$ cat src/design/tup_pkg.sv
// Shared constants and types for the thermistor and undervoltage protection block
package tup_pkg;
  // Clock rate and documented times
  localparam int unsigned CLK_MHZ    = 125;
  localparam int unsigned CYC_PER_MS = CLK_MHZ * 1000;
  localparam int unsigned T_REL_MS   = 200;
  localparam int unsigned T_PER_MS   = 4000;
  localparam int unsigned T_UVSD_MS  = 8000;
  localparam int unsigned T_CHK_MS   = 1;
  localparam int unsigned REL_CYC    = T_REL_MS * CYC_PER_MS;
  localparam int unsigned PER_CYC    = T_PER_MS * CYC_PER_MS;
  localparam int unsigned UVSD_CYC   = T_UVSD_MS * CYC_PER_MS;
  localparam int unsigned CHK_CYC    = T_CHK_MS * CYC_PER_MS;
  localparam int unsigned SETTLE_CYC = 16;
  localparam int unsigned CNT_W      = 30;
  // Register map, byte offsets
  localparam logic [7:0] OFS_CTRL  = 8'h00;
  localparam logic [7:0] OFS_UVDLY = 8'h04;
  localparam logic [7:0] OFS_STAT  = 8'h08;
  // Control bit positions
  localparam int unsigned CB_OVTS  = 0;
  localparam int unsigned CB_TMDIS = 1;
  localparam int unsigned CB_UVREC = 2;
  localparam int unsigned CB_UVSD  = 3;
  localparam logic [3:0]  CTRL_RST  = 4'h0;
  localparam logic [31:0] UVDLY_RST = 32'h0000_0400;
  // Thermistor fault and check sequence
  typedef enum logic [1:0] {TF_NONE, TF_HOT, TF_OPEN, TF_SHORT} tup_tfault_t;
  typedef enum logic [1:0] {CK_IDLE, CK_SINK, CK_BIAS, CK_EVAL} tup_chk_t;
endpackage

$ cat src/design/tup_ov_window.sv
// Overvoltage pulldown of the thermistor line with periodic release window
`timescale 1ns/1ps
module tup_ov_window #(
  parameter int unsigned PER = tup_pkg::PER_CYC,
  parameter int unsigned REL = tup_pkg::REL_CYC
) (
  input  wire logic hclk,     // System clock
  input  wire logic hresetn,  // Async reset, active low
  input  wire logic req,      // Pulldown wanted
  output logic      pull_r    // Line pulled to ground
);
  import tup_pkg::*;

  logic [CNT_W-1:0] cnt_r;
  logic [CNT_W-1:0] cnt_nxt;
  logic             pull_nxt;

  always_comb begin
    cnt_nxt  = '0;
    pull_nxt = 1'b0;
    if (req) begin
      cnt_nxt  = (cnt_r == CNT_W'(PER - 1)) ? '0 : cnt_r + 1'b1;
      pull_nxt = cnt_nxt < CNT_W'(PER - REL);
    end
  end

  always_ff @(posedge hclk or negedge hresetn) begin
    if (!hresetn) begin
      cnt_r  <= '0;
      pull_r <= 1'b0;
    end else begin
      cnt_r  <= cnt_nxt;
      pull_r <= pull_nxt;
    end
  end
endmodule

$ cat src/design/tup_protect.sv
// Thermistor fault, overvoltage signalling and undervoltage shutdown logic
`timescale 1ns/1ps
module tup_protect #(
  parameter int unsigned CHK = tup_pkg::CHK_CYC,
  parameter int unsigned PER = tup_pkg::PER_CYC,
  parameter int unsigned REL = tup_pkg::REL_CYC,
  parameter int unsigned UVSD = tup_pkg::UVSD_CYC
) (
  input  wire logic        hclk,             // Clock
  input  wire logic        hresetn,          // Async reset, low
  input  wire logic        hsel,             // Slave select
  input  wire logic [7:0]  haddr,            // Byte address
  input  wire logic [1:0]  htrans,           // Transfer type
  input  wire logic        hwrite,           // Write
  input  wire logic [2:0]  hsize,            // Word only
  input  wire logic [31:0] hwdata,           // Write data
  input  wire logic        hready,           // Bus ready
  output logic             hreadyout,        // Always ready
  output logic [31:0]      hrdata,           // Read data
  output logic             hresp,            // Always OKAY
  input  wire logic        ts_above_ext_pu,  // Sense above external pullup
  input  wire logic        ts_below_hot,     // Sense below overtemp
  input  wire logic        ts_above_open,    // Sense at open level
  input  wire logic        ts_below_short,   // Sense at short level
  input  wire logic        charger_sense_in, // Charger comparator
  input  wire logic        discharge_pack_neg_sense_below_2v,   // Discharge pack negative low
  input  wire logic        cell_uv_any,      // A cell below threshold
  input  wire logic        cells_above_hyst, // All cells above hyst
  input  wire logic        cells_below_hyst, // All cells below hyst
  input  wire logic        ov_fault,         // Overvoltage present
  output logic             ts_weak_sink_en,  // Weak sink on sense pin
  output logic             thermistor_bias_out, // Own bias
  output logic             thermistor_sense_o,  // Sense pin drive
  output logic             thermistor_sense_oe, // Sense pin enable
  output logic             charger_detected,    // Charger present
  output logic             load_removed,        // Load gone
  output logic             regulator_output_en, // Regulator enable
  output logic             discharge_gate_drive, // Discharge gate
  output logic             charge_gate_drive,    // Charge gate
  output logic             shutdown              // Shutdown state
);
  import tup_pkg::*;

  // Bus state
  logic        dp_wr_r, dp_wr_nxt;
  logic [7:0]  dp_adr_r, dp_adr_nxt;
  logic [31:0] rdat_r, rdat_nxt;
  logic [3:0]  ctrl_r, ctrl_nxt;
  logic [31:0] uvdly_r, uvdly_nxt;
  logic        take;
  logic [31:0] stat;

  // Thermistor check state
  tup_chk_t         ck_r, ck_nxt;
  tup_tfault_t      tf_r, tf_nxt;
  logic [CNT_W-1:0] ck_cnt_r, ck_cnt_nxt;
  logic             ext_r, ext_nxt;

  // Undervoltage and power state
  logic [31:0]      uv_cnt_r, uv_cnt_nxt;
  logic [CNT_W-1:0] sd_cnt_r, sd_cnt_nxt;
  logic             uv_r, uv_nxt;
  logic             sd_r, sd_nxt;
  logic             reg_r, reg_nxt;
  logic             dsg_r, dsg_nxt;
  logic             chg_r, chg_nxt;
  logic             lr_r, cd_r;
  logic             pull;
  logic             short_hit, uvsd_hit;

  wire ovts  = ctrl_r[CB_OVTS];
  wire tmdis = ctrl_r[CB_TMDIS];
  wire uvrec = ctrl_r[CB_UVREC];
  wire uvsd  = ctrl_r[CB_UVSD];

  // Register read mux
  function automatic logic [31:0] rd_mux(input logic [7:0] a, input logic [31:0] s);
    logic [31:0] v;
    v = '0;
    unique case (a)
      OFS_CTRL:  v = {28'h0, ctrl_r};
      OFS_UVDLY: v = uvdly_r;
      OFS_STAT:  v = s;
      default:   v = '0;
    endcase
    return v;
  endfunction

  assign stat = {24'h0, cd_r, pull, ext_r, lr_r, sd_r, uv_r, tf_r};
  assign take = hsel && hready && htrans[1];

  // Bus slave: zero wait, read data captured at address phase
  always_comb begin
    dp_wr_nxt  = take && hwrite;
    dp_adr_nxt = take ? haddr : dp_adr_r;
    rdat_nxt   = (take && !hwrite) ? rd_mux(haddr, stat) : rdat_r;
    ctrl_nxt   = ctrl_r;
    uvdly_nxt  = uvdly_r;
    if (dp_wr_r && dp_adr_r == OFS_CTRL) begin
      ctrl_nxt = hwdata[3:0];
    end
    if (dp_wr_r && dp_adr_r == OFS_UVDLY) begin
      uvdly_nxt = hwdata;
    end
  end

  always_ff @(posedge hclk or negedge hresetn) begin
    if (!hresetn) begin
      dp_wr_r  <= 1'b0;
      dp_adr_r <= 8'h00;
      rdat_r   <= 32'h0000_0000;
      ctrl_r   <= CTRL_RST;
      uvdly_r  <= UVDLY_RST;
    end else begin
      dp_wr_r  <= dp_wr_nxt;
      dp_adr_r <= dp_adr_nxt;
      rdat_r   <= rdat_nxt;
      ctrl_r   <= ctrl_nxt;
      uvdly_r  <= uvdly_nxt;
    end
  end

  assign hreadyout = 1'b1;
  assign hresp     = 1'b0;
  assign hrdata    = rdat_r;

  tup_ov_window #(.PER(PER), .REL(REL)) i_tup_ov_window (
    .hclk    (hclk),
    .hresetn (hresetn),
    .req     (ovts && ov_fault),
    .pull_r  (pull)
  );
  assign thermistor_sense_o  = 1'b0;
  assign thermistor_sense_oe = pull;

  // Comparator flags registered; charger sense blind while pulling down
  always_ff @(posedge hclk or negedge hresetn) begin
    if (!hresetn) begin
      lr_r <= 1'b0;
      cd_r <= 1'b0;
    end else begin
      lr_r <= discharge_pack_neg_sense_below_2v;
      cd_r <= charger_sense_in && !pull;
    end
  end
  assign load_removed     = lr_r;
  assign charger_detected = cd_r && !pull;

  // Thermistor check sequence; not started while the line is forced low,
  // otherwise the pulldown itself would read as a shorted thermistor
  always_comb begin
    ck_nxt     = ck_r;
    tf_nxt     = tf_r;
    ext_nxt    = ext_r;
    ck_cnt_nxt = ck_cnt_r + 1'b1;
    unique case (ck_r)
      CK_IDLE: begin
        if (ck_cnt_r >= CNT_W'(CHK - 1)) begin
          ck_cnt_nxt = '0;
          if (!tmdis && !pull && !sd_r) begin
            ck_nxt = CK_SINK;
          end
        end
      end
      CK_SINK: begin
        if (ck_cnt_r == CNT_W'(SETTLE_CYC - 1)) begin
          ext_nxt    = ts_above_ext_pu;
          ck_cnt_nxt = '0;
          ck_nxt     = CK_BIAS;
        end
      end
      CK_BIAS: begin
        if (ck_cnt_r == CNT_W'(SETTLE_CYC - 1)) begin
          ck_cnt_nxt = '0;
          ck_nxt     = CK_EVAL;
        end
      end
      CK_EVAL: begin
        // open clears on a clean check
        if (ts_below_short) begin
          tf_nxt = TF_SHORT;
        end else if (ts_above_open) begin
          tf_nxt = TF_OPEN;
        end else if (ts_below_hot) begin
          tf_nxt = TF_HOT;
        end else begin
          tf_nxt = TF_NONE;
        end
        ck_cnt_nxt = '0;
        ck_nxt     = CK_IDLE;
      end
    endcase
    if (tmdis || sd_r || uvsd_hit) begin
      tf_nxt = TF_NONE;
    end
    if (sd_r || (tmdis && ck_r != CK_IDLE)) begin
      ck_nxt     = CK_IDLE;
      ck_cnt_nxt = '0;
    end
  end

  always_ff @(posedge hclk or negedge hresetn) begin
    if (!hresetn) begin
      ck_r     <= CK_IDLE;
      tf_r     <= TF_NONE;
      ext_r    <= 1'b0;
      ck_cnt_r <= '0;
    end else begin
      ck_r     <= ck_nxt;
      tf_r     <= tf_nxt;
      ext_r    <= ext_nxt;
      ck_cnt_r <= ck_cnt_nxt;
    end
  end

  assign ts_weak_sink_en = ck_r != CK_IDLE;
  assign thermistor_bias_out = (ck_r == CK_BIAS || ck_r == CK_EVAL) && !ext_r;

  assign short_hit = ck_r == CK_EVAL && ts_below_short && !tmdis && !sd_r;
  // no shutdown when delay bit clear
  assign uvsd_hit  = uv_r && uvsd && cells_below_hyst && sd_cnt_r == CNT_W'(UVSD - 1);

  // Undervoltage fault, shutdown and power state
  always_comb begin
    uv_cnt_nxt = '0;
    sd_cnt_nxt = '0;
    uv_nxt     = uv_r;
    if (!uv_r && cell_uv_any) begin
      uv_cnt_nxt = uv_cnt_r + 1'b1;
      if (uv_cnt_r >= uvdly_r) begin
        uv_nxt     = 1'b1;
        uv_cnt_nxt = '0;
      end
    end
    if (uv_r && cells_above_hyst && (!uvrec || lr_r)) begin
      uv_nxt = 1'b0;
    end
    if (uv_r && uvsd && cells_below_hyst) begin
      sd_cnt_nxt = sd_cnt_r + 1'b1;
    end
    if (sd_r) begin
      sd_nxt = !charger_detected;
      uv_nxt = 1'b0;
    end else begin
      sd_nxt = short_hit || uvsd_hit;
    end
    reg_nxt = !sd_nxt;
    dsg_nxt = reg_nxt && tf_nxt == TF_NONE && !uv_nxt;
    chg_nxt = reg_nxt && tf_nxt == TF_NONE;
  end

  always_ff @(posedge hclk or negedge hresetn) begin
    if (!hresetn) begin
      uv_cnt_r <= 32'h0000_0000;
      sd_cnt_r <= '0;
      uv_r     <= 1'b0;
      sd_r     <= 1'b0;
      reg_r    <= 1'b0;
      dsg_r    <= 1'b0;
      chg_r    <= 1'b0;
    end else begin
      uv_cnt_r <= uv_cnt_nxt;
      sd_cnt_r <= sd_cnt_nxt;
      uv_r     <= uv_nxt;
      sd_r     <= sd_nxt;
      reg_r    <= reg_nxt;
      dsg_r    <= dsg_nxt;
      chg_r    <= chg_nxt;
    end
  end

  assign regulator_output_en  = reg_r;
  assign discharge_gate_drive = dsg_r;
  assign charge_gate_drive    = chg_r;
  assign shutdown             = sd_r;
endmodule

$ cat config.mk
export PLATFORM = sky130hd
export DESIGN_NAME = tup_protect
export DESIGN_NICKNAME = d
export VERILOG_FILES = /design/src/design/tup_pkg.sv /design/src/design/tup_ov_window.sv /design/src/design/tup_protect.sv
export SDC_FILE = /design/constraint.sdc
export NUM_CORES = 1
export LEC_CHECK = 0
export BUFFER_PORTS_ARGS = -buffer_cell sky130_fd_sc_hd__buf_2
export CAP_MARGIN = 25
export CELL_PAD_IN_SITES_DETAIL_PLACEMENT = 1
export CELL_PAD_IN_SITES_GLOBAL_PLACEMENT = 2
export CORE_MARGIN = 2
export CORE_UTILIZATION = 39
export DETAILED_ROUTE_END_ITERATION = 12
export GPL_TIMING_DRIVEN = 0
export PLACE_DENSITY_LB_ADDON = 0.1
export SLEW_MARGIN = 20
export SYNTH_ARGS = -nofsm -noshare
export SYNTH_HDL_FRONTEND = slang
export SYNTH_SLANG_ARGS = --single-unit
$ cat constraint.sdc
create_clock -name hclk -period 3.3 [get_ports hclk]
set_input_delay 0.495 -clock hclk [delete_from_list [all_inputs] [get_ports hclk]]
set_output_delay 0.495 -clock hclk [all_outputs]
set_load 0.01 [all_outputs]
# After elaboration in Yosys (flattened, before gate mapping)

Index checks and enable logic that the tools add are counted.

Register bits: 212
Bits in latches: 0
Bits in writable memories: 0
ROM bits: 0
Input bits: 60
Output and inout bits: 44
Memories: 0

Add/sub/neg operators: 4
Multiply operators: 0
Div/mod/pow operators: 0
$lt $le $gt $ge: 3
Equality and inequality tests: 13
Shift operators: 0
Mux-type cells: 27
Bitwise operators: 0
Reductions and logical operators: 48

Operator list:

| cell                  | number |
|---|---|
| $mux 30               | 6 |
| $pmux 32 s3           | 1 |
| $add 30x1->30 const B | 3 |
| $pmux 30 s3           | 1 |
| $mux 32               | 2 |
| $add 32x1->32 const B | 1 |
| $ge 32x32->1          | 1 |
| $eq 30x29->1 const B  | 1 |
| $eq 30x30->1 const B  | 1 |
| $eq 30x4->1 const B   | 1 |
| $ge 30x17->1 const B  | 1 |
| $lt 30x29->1 const B  | 1 |
| $logic_and 1x1->1     | 24 |
| $mux 2                | 9 |
| $eq 8x3->1 const B    | 2 |
| $logic_not 8->1       | 2 |
| $ne 3x3->1 const B    | 4 |
| $logic_not 1->1       | 10 |
| $eq 8x4->1 const B    | 1 |
| $pmux 2 s4            | 1 |
| $mux 1                | 7 |
| $logic_or 1x1->1      | 6 |
| $eq 2x2->1 const B    | 2 |
| $logic_not 2->1       | 2 |
| 5 further kinds       | 5 |

# Depth between registers and ports, before layout

Depth in word-level cells: 9
Mapped depth: 10

# Modules after synthesis

From an unflattened synthesis, not the netlist that was laid out.

Cells, all modules: 1096
Area, all modules: 11056.9 µm²

Modules (own cells, without submodules):

| module        | instances | cells each | area an instance (µm²) |
|---|---|---|---|
| tup_protect   | 1         | 866        | 9082.5 |
| tup_ov_window | 1         | 230        | 1974.4 |

# Least setup slack after synthesis

OpenSTA, ideal clock, no wires.

Path type: register -> register
Start: register uvdly_r[10]
End: register uv_cnt_r[22]
Setup time: 0.132 ns
Data arrival time: 2.257 ns
Path slack: 0.912 ns
Stages on the path, launching flop included: 11
Path buffers: 1
Period minus slack after synthesis: 2.388 ns
Path through: dfstp_2 > inv_1 > ha_1 > nand4_1 > or3_1 > o32a_1 > a31oi_1 > a211oi_2 > nand2_1 > clkbuf_1 > nor2_1

Cells in the longest elaborated chain, start to end: 3

RTL lines:

| element                | RTL line           | text |
|---|---|---|
| start, declared        | tup_protect.sv:49  | `logic [31:0] uvdly_r, uvdly_nxt;` |
| start signal, assigned | tup_protect.sv:119 | `uvdly_r <= uvdly_nxt;` |
| $ge 32x32->1           | tup_protect.sv:230 | `if (uv_cnt_r >= uvdly_r) begin` |
| $mux 32                | tup_protect.sv:230 |  |
| $mux 32                | tup_protect.sv:228 | `if (!uv_r && cell_uv_any) begin` |
| net uv_cnt_nxt[22]     | tup_protect.sv:60  | `logic [31:0] uv_cnt_r, uv_cnt_nxt;` |
| end signal, assigned   | tup_protect.sv:262 | `uv_cnt_r <= uv_cnt_nxt;` |
| end, declared          | tup_protect.sv:60  |  |

The timed path passes the listed nets, and every way through them passes these cells.
A chain may end at the register's enable or synchronous reset.

# Worst setup path in the final report

Start: register uvdly_r[10]
End: register uv_cnt_r[8]

Same word-level chain as after synthesis.

==> results by group <==
Status
  – Status: finished, final reports clean

Die
  – Die height: 170 µm
  – Starting Density: 39.9%
  – Rows: 60
  – Core ar.: approximately 0.027 mm²
  – Die area: between 0.02 and 0.03 mm²
  – I/O pin count: 104
  – Die span in x: 170 µm

Clocking
  – CTS tree: done
  – Sink Count: around 210
  – Clk slew on worst S/H paths: around 0.060 ns
  – CTS Buf Count: 25
  – Root Buffer: clkbuf_16
  – H-tree depth: 1
  – Clk buf depth: 3
  – Post CTS Setup Buffer Count: 0
  – Skew-Pair Late Insertion Delay: ~0.53 ns

Global route
  – Global routing usage on met2: a little under a third
  – Largest net degree at the start of global routing: 94
  – First-pass GRT wire length: approximately 45 mm
  – M1 GR Usage: 27.2%
  – Global routing's busiest layer: met2
  – Met3 Usage GRT: about 3.1%
  – GRT Util Overall: a little under a fifth
  – Vias in the first global route: 8668
  – Initial antenna violation count: 2
  – Grt total ovfl: 0

Drt
  – # DRC: 0
  – Wirelength per Cell: about 17 µm
  – Vias/cell: roughly 5.2
  – Final wirelength: ~27 mm
  – Final ANT Viol Nets: 0
  – Initial DRT Pass Iterations: 4
  – Via Count: 8132
  – DRT iter0 DRCs: roughly 340

Synth
  – Number of synthesized flops with an enable pin: 0
  – Most common library cells after synthesis: dfrtp_1 (211), nor2_1 (172), xor2_1 (60), nand2_1 (59)
  – Largest cells by area after synthesis: dfrtp_1 (49%), nor2_1 (6.0%), xor2_1 (4.9%), mux2_2 (4.8%), ha_1 (4.6%)
  – Post-synthesis cell type count: 65
  – Cell taking the most area after synthesis: dfrtp_1
  – Mapped Cells: between 1000 and 1500
  – Yosys reg bits: 212
  – Mean Syn Cell Area: between 10 and 15 µm²
  – Synth Flop Type: dfrtp_1
  – Count leader, synth: dfrtp_1
  – Synth top area share: approximately half
  – Yosys Warn Count: 0
  – Sequential area share after synthesis: around 49%
  – Mapped Area: roughly 0.011 mm²
  – Asr flop ratio synth: 100%

Placement
  – Dpl cell area: roughly 0.012 mm²
  – Detail Placement HPWL: slightly below 20 mm
  – PortBufs: 95
  – Gpl congestion: about 0.76

Critical path
  – Setup CP Type: flop to flop
  – Slowest-stage cell, CP: dfstp_2
  – Crit path largest cell delay: approximately 0.54 ns
  – Arrival time at the worst endpoint: around 3.4 ns
  – CP max FO: 10
  – CP bufs+invs: 2
  – Crit start category: flop
  – CP Capture Type: flop
  – CP delay by family, top: simple AND/OR/NAND/NOR gates
  – Critical path required time: around 3.7 ns
  – Critical-path cell list: inv_1 -> ha_1 -> nand4_1 -> or3_1 -> o32a_1 -> a31oi_1 -> a211oi_2 -> nand2_1 -> clkbuf_1 -> nor2_1

STA
  – Slew Limit Fails: 0
  – RSZ-0062 raised after global routing: no
  – Final Hold Vio Count: 0
  – Final min period: between 2 and 3 ns
  – WHS: ~0.078 ns
  – Slew headroom: about two fifths
  – Period utilisation layout: about nine tenths
  – Max Fclk: approximately 0.34 GHz
  – Setup Viol. Count Final: 0
  – Setup TNS: 0 ns
  – Worst-Margin Slew: about 0.92 ns
  – Setup Skew: about 0.014 ns

Final layout
  – Nets: around 1300
  – Diodes inserted: 0
  – Layout cells sized above 1: between 15 and 20%
  – Post-route cell area: 0.0126 mm²
  – Area Growth Syn to Fin: 17.2%
  – Final core utilization: between 40% and 50%

Pwr
  – Comb pwr share: roughly 4.6%
  – Sw Pwr: 0.00131 W
  – PwrDens: 468 mW/mm²
  – Reg power frac: 45.8%
  – P_int: between 0.004 and 0.005 W
  – Maximum VDD drop: 0.000352 V
  – Net Sw Frac: ~22%
  – Leak Pwr: 5.77 nW
  – Clock power frac: slightly below 50%

Job
  – Max Cap Viol: 0

Min path
  – Hold crit path type: input pin to flop
[layout make-up]
cell class,count,area [µm²]
fill,3038,14400
buffer,45,236
multi-input combinational,755,5050
tap,341,427
clock buffer,37,731
timing repair buffer,98,551
sequential,212,5310
inverter,55,206
clock inverter,7,139
[metal layers]
| layer | vias to the layer above | wire length, µm |
|---|---|---|
| li1 | 3952 | - |
| met1 | 4044 | 13300 |
| met2 | 98 | 12100 |
| met3 | 34 | 1050 |
| met4 | 4 | 329 |
| met5 | - | 30 |
[power groups by stage]
stage	Sequential, W	Combinational (W)	Clock [W]
3_5_place_dp	0.00276	0.000276	0
4_1_cts	0.00271	0.000279	0.00303
5_1_grt	0.00272	0.000310	0.00313
2_1_floorplan	0.00274	0.000131	0
3_3_place_gp	0.00276	0.000258	0
6_report	0.00271	0.000270	0.00294
[cells by family (layout without fill, tap and decap cells)]
family / count (synthesis) / in the layout / synth area share (%)
and+or+nand+nor: 438 / 438 / 20.3
DFF: 212 / 212 / 49.2
AOI/OAI and AO/OA: 112 / 112 / 7.47
xor gates and xnor gates: 111 / 111 / 9.01
buffers and inverters: 100 / 242 / 4.10
muxes: 51 / 51 / 5.26
adders and majority gates: 40 / 40 / 4.64
other: 2 / 3 / 0.0696
[path summary, 6_finish.rpt]
path	startpoint	end	slack (ns)	depth (start not counted)
max reg2reg	uvdly_r[10]$_DFFE_PN1P_	uv_cnt_r[8]$_DFF_PN0_	0.34	10
min	discharge_pack_neg_sense_below_2v	load_removed$_DFF_PN0_	0.08	1
min in group asynchronous	hresetn	ck_cnt_r[24]$_DFF_PN0_	0.48	2
max	uvdly_r[10]$_DFFE_PN1P_	uv_cnt_r[8]$_DFF_PN0_	0.34	10
min reg2reg	hrdata[6]$_DFFE_PN0P_	hrdata[6]$_DFFE_PN0P_	0.48	2
max in group asynchronous	hresetn	sd_cnt_r[3]$_DFF_PN0_	1.67	4
[placed cells by master, fill, tap and decap left out, drive strengths merged, types with 6 or more instances in the layout]
cell and count:
a211oi 7, a21o 9, a21oi 22, a22o 24
and3 26, and4 11, buf 116, clkbuf 63
dfrtp 211, ha 40, inv 56, mux2 46
nand2 59, nand3 56, nand4 42, nor2 172
nor2b 13, nor3 15, nor4 14, nor4b 6
o21ai 20, xnor2 51, xor2 60
[stage by stage]
step                setup slack [ns]  total power [W]  cells
CTS                            0.258          0.00602   1550
detailed placement             0.290          0.00303   1505
global placement               -2.11          0.00301   1503
floorplan                      0.912          0.00287   1067
finish                         0.339          0.00592   1550
global route                  0.0917          0.00616   1550
[what timing repair did]
action	in CTS	in global routing
hold buffers	1	0
resized for setup	0	0
endpoints found under the hold margin	51	0
[state kept, by name, indices dropped and copies added, names as in the netlist]
name / count
dp_adr_r: 8
discharge_gate_drive: 1
charge_gate_drive: 1
ext_r: 1
dp_wr_r: 1
tf_r: 2
uvdly_r: 32
regulator_output_en: 1
uv_r: 1
i_tup_ov_window.pull_r: 1
ck_cnt_r: 30
hrdata: 32
shutdown: 1
sd_cnt_r: 30
ctrl_r: 4
ck_r: 2
load_removed: 1
cd_r: 1
uv_cnt_r: 32
i_tup_ov_window.cnt_r: 30
(Power assumes the default switching activity.)
